### src/rtl/slm_pkg.sv
// slm_pkg: register map, field layouts, mode codes and carriers of the lane mapper
// assumes: compiled before every module that names slm_pkg
package slm_pkg;
    localparam int LANES = 8;
    localparam int SMP_W = 12;
    localparam int FIFO_DEPTH = 4;
    localparam logic [3:0] REG_CTRL = 4'h0;
    localparam logic [3:0] REG_STATUS = 4'h4;
    localparam logic [11:0] CTRL_RESET = 12'h000;
    // link modes handled here
    localparam logic [3:0] MODE_10B_8B10B = 4'hd;
    localparam logic [3:0] MODE_12B_PAIR = 4'he;
    localparam logic [3:0] MODE_12B_FOUR = 4'hf;
    // test pattern codes
    localparam logic [2:0] TEST_NONE = 3'h0;
    localparam logic [2:0] TEST_PRBS7 = 3'h1;
    localparam logic [2:0] TEST_PRBS9 = 3'h2;
    localparam logic [2:0] TEST_PRBS15 = 3'h3;
    localparam logic [2:0] TEST_PRBS23 = 3'h4;
    localparam logic [2:0] TEST_PRBS31 = 3'h5;
    localparam logic [2:0] TEST_CLOCK = 3'h6;
    // sample beats per frame and bits per lane frame
    localparam logic [4:0] BEATS_10B = 5'h10;
    localparam logic [4:0] BEATS_PAIR = 5'h04;
    localparam logic [4:0] BEATS_FOUR = 5'h08;
    localparam logic [5:0] FRAME_10B = 6'h28;
    localparam logic [5:0] FRAME_12B = 6'h18;
    // prbs feedback taps, in bits back
    localparam logic [4:0] P7_A = 5'h06;
    localparam logic [4:0] P7_B = 5'h07;
    localparam logic [4:0] P9_A = 5'h05;
    localparam logic [4:0] P9_B = 5'h09;
    localparam logic [4:0] P15_A = 5'h0e;
    localparam logic [4:0] P15_B = 5'h0f;
    localparam logic [4:0] P23_A = 5'h12;
    localparam logic [4:0] P23_B = 5'h17;
    localparam logic [4:0] P31_A = 5'h1c;
    localparam logic [4:0] P31_B = 5'h1f;
    // clock pattern: ones while the 16-step counter is below this
    localparam logic [3:0] CLK_ONES = 4'h8;
    localparam logic [5:0] STEADY_MAX = 6'h3f;
    typedef struct packed {
        logic pd_mode;
        logic link_en;
        logic narrow;
        logic fec_sel;
        logic alt_sel;
        logic [2:0] test_sel;
        logic [3:0] mode;
    } slm_ctrl_s;
    typedef struct packed {
        logic [7:0] lane_en;
        logic rsv;
        logic [2:0] test;
        logic mode_ok;
        logic alt_refused;
        logic alt_on;
        logic pd;
    } slm_status_s;
    typedef struct packed {
        logic [11:0] ch_d;
        logic [11:0] ch_c;
        logic [11:0] ch_b;
        logic [11:0] ch_a;
    } slm_beat_s;
endpackage : slm_pkg

### src/rtl/slm_lane_tx.sv
// slm_lane_tx: sample fifo, lane mapper, test patterns and lane driver gating
// assumes: one clock, classic wishbone master, powerdown pin asynchronous
// How it works
// - 10-bit mode, A on lanes k mod 4
// - 12-bit pair mode, two lanes per channel
// - 12-bit four-lane mode, A lane k mod 4
// - selectable crc or fec sync-header scheme
// - crc is 12-bit only, no 3-bit
// - redundancy only in four-lane configurations
// - alternate select picks exactly one lane group
// - powerdown high disables all lane drivers
// - powerdown exit restarts link, flushes stale data
// - settings survive powerdown
// - test select picks pattern, lanes follow mode
// - prbs bypasses mapping, no encoding
// - prbs7 taps six and seven back
// - prbs9 and prbs15 taps
// - prbs23 and prbs31 taps
// - each lane starts prbs at own phase
// - clock pattern eight ones, eight zeros
//
// The register offsets and the Wishbone slave port were left to the implementer.
`timescale 1ns/1ns
module slm_fifo #(
    parameter int WIDTH = 48,
    parameter int DEPTH = 4
) (
    input wire logic clk_i,
    input wire logic rst_i,
    input wire logic flush_i,
    input wire logic in_valid_i,
    output logic in_ready_o,
    input wire logic [WIDTH-1:0] in_data_i,
    output logic out_valid_o,
    input wire logic out_ready_i,
    output logic [WIDTH-1:0] out_data_o
);
    localparam int AW = $clog2(DEPTH);
    logic [WIDTH-1:0] mem [DEPTH];
    logic [AW-1:0] wr_ptr;
    logic [AW-1:0] rd_ptr;
    logic [AW:0] count;
    logic push;
    logic pop;

    assign in_ready_o = (count != (AW+1)'(DEPTH));
    assign out_valid_o = (count != '0);
    assign push = in_valid_i & in_ready_o;
    assign pop = out_valid_o & out_ready_i;
    assign out_data_o = mem[rd_ptr];

    always_ff @(posedge clk_i)
    begin
        if (push)
        begin
            mem[wr_ptr] <= in_data_i;
        end
    end

    always_ff @(posedge clk_i)
    begin
        if (rst_i || flush_i)
        begin
            wr_ptr <= '0;
            rd_ptr <= '0;
            count <= '0;
        end
        else
        begin
            if (push)
            begin
                wr_ptr <= (wr_ptr == AW'(DEPTH-1)) ? '0 : wr_ptr + 1'b1;
            end
            if (pop)
            begin
                rd_ptr <= (rd_ptr == AW'(DEPTH-1)) ? '0 : rd_ptr + 1'b1;
            end
            count <= count + (AW+1)'(push) - (AW+1)'(pop);
        end
    end
endmodule : slm_fifo

module slm_lane_tx #(
    parameter int FIFO_DEPTH = slm_pkg::FIFO_DEPTH
) (
    input wire logic clk_i,
    input wire logic rst_i,
    input wire logic wb_cyc_i,
    input wire logic wb_stb_i,
    input wire logic wb_we_i,
    input wire logic [3:0] wb_adr_i,
    input wire logic [3:0] wb_sel_i,
    input wire logic [31:0] wb_dat_i,
    output logic [31:0] wb_dat_o,
    output logic wb_ack_o,
    input wire logic powerdown_input_i,
    input wire logic smp_valid_i,
    output logic smp_ready_o,
    input wire slm_pkg::slm_beat_s smp_data_i,
    output logic [7:0] lane_data_o,
    output logic [7:0] lane_drv_en_o,
    output logic crc12_en_o,
    output logic fec_en_o
);
    slm_pkg::slm_ctrl_s ctrl;
    slm_pkg::slm_status_s status;
    slm_pkg::slm_beat_s f_data;
    logic ack;
    logic wb_hit;
    logic wb_wr;
    logic wr_ctrl;
    logic pd_s1;
    logic pd_s2;
    logic pd_s3;
    logic pd_pin;
    logic pd;
    logic run;
    logic mode_ok;
    logic is10;
    logic alt_on;
    logic [2:0] act_test;
    logic f_valid;
    logic f_ready;
    logic pop;
    logic last;
    logic load;
    logic frame_full;
    logic [3:0] beat;
    logic [5:0] bitcnt;
    logic [3:0] pcnt;
    logic [4:0] tap_a;
    logic [4:0] tap_b;
    logic [39:0] gbuf [8];
    logic [39:0] shreg [8];
    logic [30:0] lfsr [8];
    logic [7:0] prbs_new;
    logic [7:0] base_bit;
    logic [7:0] routed;
    logic [7:0] next_en;

    function automatic logic [4:0] frame_beats(input logic [3:0] mode);
        if (mode == slm_pkg::MODE_10B_8B10B)
            frame_beats = slm_pkg::BEATS_10B;
        else if (mode == slm_pkg::MODE_12B_PAIR)
            frame_beats = slm_pkg::BEATS_PAIR;
        else
            frame_beats = slm_pkg::BEATS_FOUR;
    endfunction : frame_beats

    // which lanes a beat feeds: pair mode splits even/odd, else k mod 4
    function automatic logic lane_hit(input logic [3:0] mode, input logic [2:0] lane, input logic [3:0] k);
        if (mode == slm_pkg::MODE_12B_PAIR)
            lane_hit = (k[0] == lane[0]);
        else
            lane_hit = (k[1:0] == lane[1:0]);
    endfunction : lane_hit

    function automatic logic [11:0] lane_smp(input logic [3:0] mode, input logic [2:0] lane,
                                             input slm_pkg::slm_beat_s b);
        logic [1:0] ch;
        ch = (mode == slm_pkg::MODE_12B_PAIR) ? lane[2:1] : {1'b0, lane[2]};
        unique case (ch)
            2'h0: lane_smp = b.ch_a;
            2'h1: lane_smp = b.ch_b;
            2'h2: lane_smp = b.ch_c;
            2'h3: lane_smp = b.ch_d;
        endcase
    endfunction : lane_smp

    // register bus: one wait state, write lands on the acked edge
    assign wb_hit = wb_cyc_i & wb_stb_i & ~ack;
    assign wb_wr = wb_cyc_i & wb_stb_i & wb_we_i & ack;
    assign wr_ctrl = wb_wr & (wb_adr_i == slm_pkg::REG_CTRL);
    assign wb_ack_o = ack;

    always_ff @(posedge clk_i)
    begin
        if (rst_i)
            ack <= 1'b0;
        else
            ack <= wb_hit;
    end

    // control kept through powerdown, cleared only by rst_i
    always_ff @(posedge clk_i)
    begin
        if (rst_i)
            ctrl <= slm_pkg::CTRL_RESET;
        else if (wr_ctrl)
        begin
            if (wb_sel_i[0])
                ctrl[7:0] <= wb_dat_i[7:0];
            if (wb_sel_i[1])
                ctrl[11:8] <= wb_dat_i[11:8];
        end
    end

    always_ff @(posedge clk_i)
    begin
        if (rst_i)
            wb_dat_o <= 32'h0;
        else if (wb_hit)
        begin
            if (wb_adr_i == slm_pkg::REG_CTRL)
                wb_dat_o <= {20'h0, ctrl};
            else if (wb_adr_i == slm_pkg::REG_STATUS)
                wb_dat_o <= {16'h0, status};
            else
                wb_dat_o <= 32'h0;
        end
    end

    // powerdown pin: three stages, taken when stages two and three agree
    always_ff @(posedge clk_i)
    begin
        if (rst_i)
        begin
            pd_s1 <= 1'b0;
            pd_s2 <= 1'b0;
            pd_s3 <= 1'b0;
            pd_pin <= 1'b0;
        end
        else
        begin
            pd_s1 <= powerdown_input_i;
            pd_s2 <= pd_s1;
            pd_s3 <= pd_s2;
            if (pd_s2 == pd_s3)
                pd_pin <= pd_s3;
        end
    end

    assign pd = pd_pin | ctrl.pd_mode;
    assign run = ctrl.link_en & ~pd;
    assign mode_ok = (ctrl.mode == slm_pkg::MODE_10B_8B10B) || (ctrl.mode == slm_pkg::MODE_12B_PAIR)
                     || (ctrl.mode == slm_pkg::MODE_12B_FOUR);
    assign is10 = (ctrl.mode == slm_pkg::MODE_10B_8B10B);
    assign alt_on = ctrl.alt_sel & ctrl.narrow;

    // sync-header scheme only in 64b/66b modes; crc is always the 12-bit one
    assign crc12_en_o = run & mode_ok & ~is10 & ~ctrl.fec_sel;
    assign fec_en_o = run & mode_ok & ~is10 & ctrl.fec_sel;

    // pattern choice only follows the field while the link is off
    always_ff @(posedge clk_i)
    begin
        if (rst_i)
            act_test <= slm_pkg::TEST_NONE;
        else if (!ctrl.link_en)
            act_test <= ctrl.test_sel;
    end

    always_comb
    begin
        unique case (act_test)
            slm_pkg::TEST_PRBS9: {tap_a, tap_b} = {slm_pkg::P9_A, slm_pkg::P9_B};
            slm_pkg::TEST_PRBS15: {tap_a, tap_b} = {slm_pkg::P15_A, slm_pkg::P15_B};
            slm_pkg::TEST_PRBS23: {tap_a, tap_b} = {slm_pkg::P23_A, slm_pkg::P23_B};
            slm_pkg::TEST_PRBS31: {tap_a, tap_b} = {slm_pkg::P31_A, slm_pkg::P31_B};
            default: {tap_a, tap_b} = {slm_pkg::P7_A, slm_pkg::P7_B};
        endcase
    end

    // stale samples are dropped on powerdown
    slm_fifo #(
        .WIDTH($bits(slm_pkg::slm_beat_s)),
        .DEPTH(FIFO_DEPTH)
    ) u_fifo (
        .clk_i(clk_i),
        .rst_i(rst_i),
        .flush_i(pd),
        .in_valid_i(smp_valid_i),
        .in_ready_o(smp_ready_o),
        .in_data_i(smp_data_i),
        .out_valid_o(f_valid),
        .out_ready_i(f_ready),
        .out_data_o(f_data)
    );

    assign f_ready = run & mode_ok & ~frame_full;
    assign pop = f_valid & f_ready;
    assign last = ({1'b0, beat} == frame_beats(ctrl.mode) - 5'h01);
    assign load = run & frame_full & (bitcnt <= 6'h01);

    always_ff @(posedge clk_i)
    begin
        if (rst_i || !run)
        begin
            beat <= 4'h0;
            frame_full <= 1'b0;
        end
        else
        begin
            if (load)
                frame_full <= 1'b0;
            if (pop)
            begin
                beat <= last ? 4'h0 : beat + 4'h1;
                if (last)
                    frame_full <= 1'b1;
            end
        end
    end

    always_ff @(posedge clk_i)
    begin
        if (rst_i || !run)
            bitcnt <= 6'h00;
        else if (load)
            bitcnt <= is10 ? slm_pkg::FRAME_10B : slm_pkg::FRAME_12B;
        else if (bitcnt != 6'h00)
            bitcnt <= bitcnt - 6'h01;
    end

    always_ff @(posedge clk_i)
    begin
        if (rst_i || !run)
            pcnt <= 4'h0;
        else
            pcnt <= pcnt + 4'h1;
    end

    for (genvar l = 0; l < slm_pkg::LANES; l++)
    begin : g_lane
        localparam logic [2:0] LID = 3'(l);
        logic [11:0] smp;
        assign smp = lane_smp(ctrl.mode, LID, f_data);

        // samples shifted in msb first, in arrival order
        always_ff @(posedge clk_i)
        begin
            if (pop && lane_hit(ctrl.mode, LID, beat))
            begin
                if (is10)
                    gbuf[l] <= {gbuf[l][29:0], smp[11:2]};
                else
                    gbuf[l] <= {gbuf[l][27:0], smp};
            end
        end

        always_ff @(posedge clk_i)
        begin
            if (rst_i || !run)
                shreg[l] <= 40'h0;
            else if (load)
                shreg[l] <= is10 ? gbuf[l] : {gbuf[l][23:0], 16'h0};
            else if (bitcnt != 6'h00)
                shreg[l] <= {shreg[l][38:0], 1'b0};
        end

        // seed differs per lane so every lane runs at its own phase
        always_ff @(posedge clk_i)
        begin
            if (rst_i || !run)
                lfsr[l] <= 31'(l + 1);
            else
                lfsr[l] <= {lfsr[l][29:0], prbs_new[l]};
        end

        assign prbs_new[l] = lfsr[l][tap_a - 5'h01] ^ lfsr[l][tap_b - 5'h01];

        always_comb
        begin
            unique case (act_test)
                slm_pkg::TEST_NONE: base_bit[l] = shreg[l][39] & (bitcnt != 6'h00);
                slm_pkg::TEST_CLOCK: base_bit[l] = (pcnt < slm_pkg::CLK_ONES);
                slm_pkg::TEST_PRBS7, slm_pkg::TEST_PRBS9, slm_pkg::TEST_PRBS15,
                slm_pkg::TEST_PRBS23, slm_pkg::TEST_PRBS31: base_bit[l] = prbs_new[l];
                default: base_bit[l] = 1'b0;
            endcase
        end
    end

    // alternate group carries the lower group's data
    assign routed = alt_on ? {base_bit[3:0], 4'h0} : base_bit;
    assign next_en = {{4{run & mode_ok & (~ctrl.narrow | alt_on)}}, {4{run & mode_ok & ~alt_on}}};

    always_ff @(posedge clk_i)
    begin
        if (rst_i)
        begin
            lane_data_o <= 8'h00;
            lane_drv_en_o <= 8'h00;
        end
        else
        begin
            lane_data_o <= routed & next_en;
            lane_drv_en_o <= next_en;
        end
    end

    assign status.lane_en = lane_drv_en_o;
    assign status.rsv = 1'b0;
    assign status.test = act_test;
    assign status.mode_ok = mode_ok;
    assign status.alt_refused = ctrl.alt_sel & ~ctrl.narrow;
    assign status.alt_on = alt_on;
    assign status.pd = pd;

    // checking helpers
    logic [5:0] stdy;
    logic pop_q;
    logic [1:0] k_q;
    logic [11:0] a_q;
    logic prbs_on;

    always_ff @(posedge clk_i)
    begin
        if (rst_i || !run || wr_ctrl)
            stdy <= 6'h00;
        else if (stdy != slm_pkg::STEADY_MAX)
            stdy <= stdy + 6'h01;
    end

    always_ff @(posedge clk_i)
    begin
        pop_q <= pop & ~rst_i;
        k_q <= beat[1:0];
        a_q <= f_data.ch_a;
    end

    assign prbs_on = (act_test != slm_pkg::TEST_NONE) && (act_test != slm_pkg::TEST_CLOCK);
endmodule : slm_lane_tx

### config.mk
export PLATFORM = sky130hd
export DESIGN_NAME = slm_lane_tx
export DESIGN_NICKNAME = d
export VERILOG_FILES = /design/src/rtl/slm_pkg.sv /design/src/rtl/slm_lane_tx.sv
export SDC_FILE = /design/constraint.sdc
export NUM_CORES = 2
export LEC_CHECK = 0
export ABC_AREA = 1
export BUFFER_PORTS_ARGS = -buffer_cell sky130_fd_sc_hd__buf_4
export CAP_MARGIN = 15
export CORE_AREA = 2 2 333 335
export CTS_CLUSTER_SIZE = 28
export DETAILED_ROUTE_END_ITERATION = 10
export DIE_AREA = 0 0 335 337
export SYNTH_ARGS = -nofsm -noshare
export SYNTH_HDL_FRONTEND = slang
export SYNTH_SLANG_ARGS = --single-unit
### constraint.sdc
create_clock -name clk_i -period 27.9 [get_ports clk_i]
set_input_delay 5.58 -clock clk_i [delete_from_list [all_inputs] [get_ports clk_i]]
set_output_delay 5.58 -clock clk_i [all_outputs]
set_load 0.05 [all_outputs]
==> results.ini <==
[floorplan]
coreArea_sq_um = 110000
dieArea_sq_um = 113000
die_y_microns = 337
ios = 147
initial_utilization_pct = 44.5
rows = 122
die_w_microns = 335

[worst_setup_path]
cp_common_cell = buf_4
crit-reg2reg-launch = act_test[2]$_SDFFE_PP0N_
r2r_setup_slack_ns = 22.25
slowest_stage = nor2_4
start_kind = input pin
crit_required_ns = 28.36
critical-path-max-stage-delay_ns = 0.84
cp_data_arrival_time_ns = 9.92
path_class = in2reg
ff2ff_path_depth = 23
crit_start = rst_i
r2r_end = lane_data_o[7]$_SDFF_PP0_
crit_chain = buf_4 -> nor2_2 -> inv_2 -> nor2_1 -> buf_4 -> inv_8 -> a31oi_2 -> inv_2 -> nor2_4 -> buf_12 -> buf_4 -> nand2_1 -> o211ai_1
crit_end = shreg[1][119]$_DFFE_PP_
end_kind = flop
cp_max_fo = 161

[global_routing]
grt_pass1_wl_microns = 180000
gr-usage-all-layers_pct = 20.0
grt_max_degree = 162
gr-total-overflow = 0
grt_pass1_vias = 31800
antenna_found_initial = 9

[sta]
setup_violations = 0
clock_skew_ns = 0.0791
hold_viol = 0
max_clock_freq_ghz = 0.106
hold_ws_ns = 0.386
fin_crit_sh_pct = 33.9
fin_ws_ns = 18.44
tns_ns = 0
worst_slew_pin_slew_ns = 1.12
slew_headroom_pct = 25.5
rsz0062_at_grt = no
slew_violations = 0
fin_crit_ns = 9.46

[yosys]
synthSimpleGateAreaFrac_pct = 16.8
synthAdderAreaFrac_pct = 0.426
ys_warn_count = 0
yosysSeqAreaShare_pct = 64.1
synth_top_family_by_area = simple AND/OR/NAND/NOR gates
netlist_instances = 4941
synth_ff_type = edfxtp_1
synth-edff-count = 832
synth_cell_types = 47
muxShareOfSynthArea_pct = 0
synth_area_per_cell_sq_um = 9.87
yosys_register_bits = 1147
netlist_area_sq_um = 48800
async_reset_ff_share_pct = 0
synth-compound-area-share_pct = 10.5
synthXorXnorAreaFrac_pct = 0.108

[drt]
routed_wl_microns = 114000
dr_wl_met2_microns = 53700
wl_met3_microns = 5380
drt-initial-drc-count = 2715
drc = 0
avgViaCountPerCell = 5.24
wl_per_cell_microns = 17.7
m1WireLength_microns = 51900
firstDrtPassIters = 6
vias = 33700
ant_nets = 0
top_layer = met5

[finish]
final_cell_mix = 1098 x nand2_1, 832 x edfxtp_1, 576 x inv_1
layout.nets = 5005
final_cells = 6423
fin_area_sq_um = 54100
syn_to_final_growth_pct = 10.9
layout.cells.most_common = nand2_1
layout-drive-gt1-share_pct = 7.51
postLayoutCoreUtil_pct = 49.4

[cts]
cts_made_buffers = 118
cts_hold_buf = 0
cts_root_buffer = clkbuf_16
cts_buffer_depth = 3
clkTransAtPathRegs_ns = 0.06
insertion_delay_ns = 0.73
post_cts_resized = 0
ctsHtreeMaxLevel = 3
cts.sinks = 1147
cts_tree = done
postCtsSetupRepairBufs = 0

[power]
p_leak_nw = 20.9
total_power_mw = 3.45
switching_share_pct = 21.2
p_comb_share_pct = 2.6
p_switching_uw = 730
ir_drop_mv = 0.0577
power_frac_clock_pct = 43.9
p_int_mw = 2.72
seqPwrFrac_pct = 53.5
power_density_nw_per_um2 = 63.8

[hold_path]
hp-class = reg2reg

[job]
maxCapViolCount = 0

[placement]
hpwlAfterDp_microns = 68100
pre_cts_ws_ns = 17.65
placed_cells = 6198
port_buffers = 108
postPlaceCellArea_sq_um = 50300
gp_congestion = 0.785

[outcome]
run_status = completed

[cell type report]
cell class                      count  area [sq um]
Fill cell                       10100         55500
Sequential cell                  1147         31300
Multi-Input combinational cell   2876         13800
Clock buffer                      158          3240
Inverter                          592          2240
Tap cell                         1426          1780
Timing Repair Buffer              159          1240
Clock inverter                     61           487
Antenna cell                        4          10.0
[routing by layer]
metal  vias to the layer above  global-route usage, %
li1                      16600                      -
met1                     16200                   27.9
met2                       711                   32.4
met3                       176                   3.22
met4                        10                   5.62
met5                         -                      0
[kinds of logic (layout without fill, tap and decap cells)]
| kind of cell | after synthesis | count (layout) |
|---|---|---|
| and+or+nand+nor | 1982 | 1982 |
| DFF | 1147 | 1147 |
| buffers and inverters | 933 | 970 |
| AOI/OAI and AO/OA | 856 | 856 |
| adders and majority gates | 16 | 16 |
| xor gates and xnor gates | 6 | 6 |
| other | 1 | 20 |
[flip-flops by register name, indices dropped and copies added (netlist names), 4 cells and up, named ones only]
| name | cells |
|---|---|
| gbuf | 320 |
| ctrl | 12 |
| lfsr | 248 |
| wb_dat_o | 13 |
| pcnt | 4 |
| beat | 4 |
| bitcnt | 6 |
| shreg | 320 |
| u_fifo.mem | 192 |
| lane_data_o | 8 |
[critical path: cells and delay by family]
family                 cells  cell delay, ns
buffers and inverters      7            2.29
and+or+nand+nor            4            1.33
AOI/OAI and AO/OA          2            0.47
[power by group through the flow]
| stage | clock network, mW | logic, mW | registers [mW] |
|---|---|---|---|
| floorplan | 0 | 0.0511 | 1.88 |
| global placement | 0 | 0.0902 | 1.88 |
| global route | 1.61 | 0.100 | 1.85 |
| detailed placement | 0 | 0.0916 | 1.88 |
| finish | 1.52 | 0.0906 | 1.85 |
| CTS | 1.55 | 0.0918 | 1.84 |
[worst min path at each step]
stage | to | slack (ns) | cells past startpoint | from
3_3_place_gp | lfsr[6][2]$_SDFF_PP1_ | 0.40 | 2 | lfsr[6][1]$_SDFF_PP1_
3_5_place_dp | pd_s2$_SDFF_PP0_ | 0.41 | 2 | pd_s1$_SDFF_PP0_
4_1_cts | lfsr[4][25]$_SDFF_PP0_ | 0.39 | 2 | lfsr[4][24]$_SDFF_PP0_
2_1_floorplan | pd_s2$_SDFF_PP0_ | 0.39 | 2 | pd_s1$_SDFF_PP0_
5_1_grt | lfsr[4][25]$_SDFF_PP0_ | 0.40 | 2 | lfsr[4][24]$_SDFF_PP0_
6_report | lfsr[4][25]$_SDFF_PP0_ | 0.39 | 2 | lfsr[4][24]$_SDFF_PP0_
[synthesized netlist by cell type, types with 60 or more instances]
library cell / number / area (sq um)
a21oi_1: 108 / 541
buf_2: 67 / 335
buf_4: 60 / 450
clkbuf_1: 187 / 702
dfxtp_1: 315 / 6310
edfxtp_1: 832 / 25000
inv_1: 578 / 2170
nand2_1: 1101 / 4130
nand3_1: 529 / 2650
nor2_1: 321 / 1200
o211ai_1: 87 / 653
o21ai_0: 378 / 1890
o21ai_1: 113 / 566
o221ai_1: 88 / 771
Note: power is estimated with default switching activity, not from simulation.
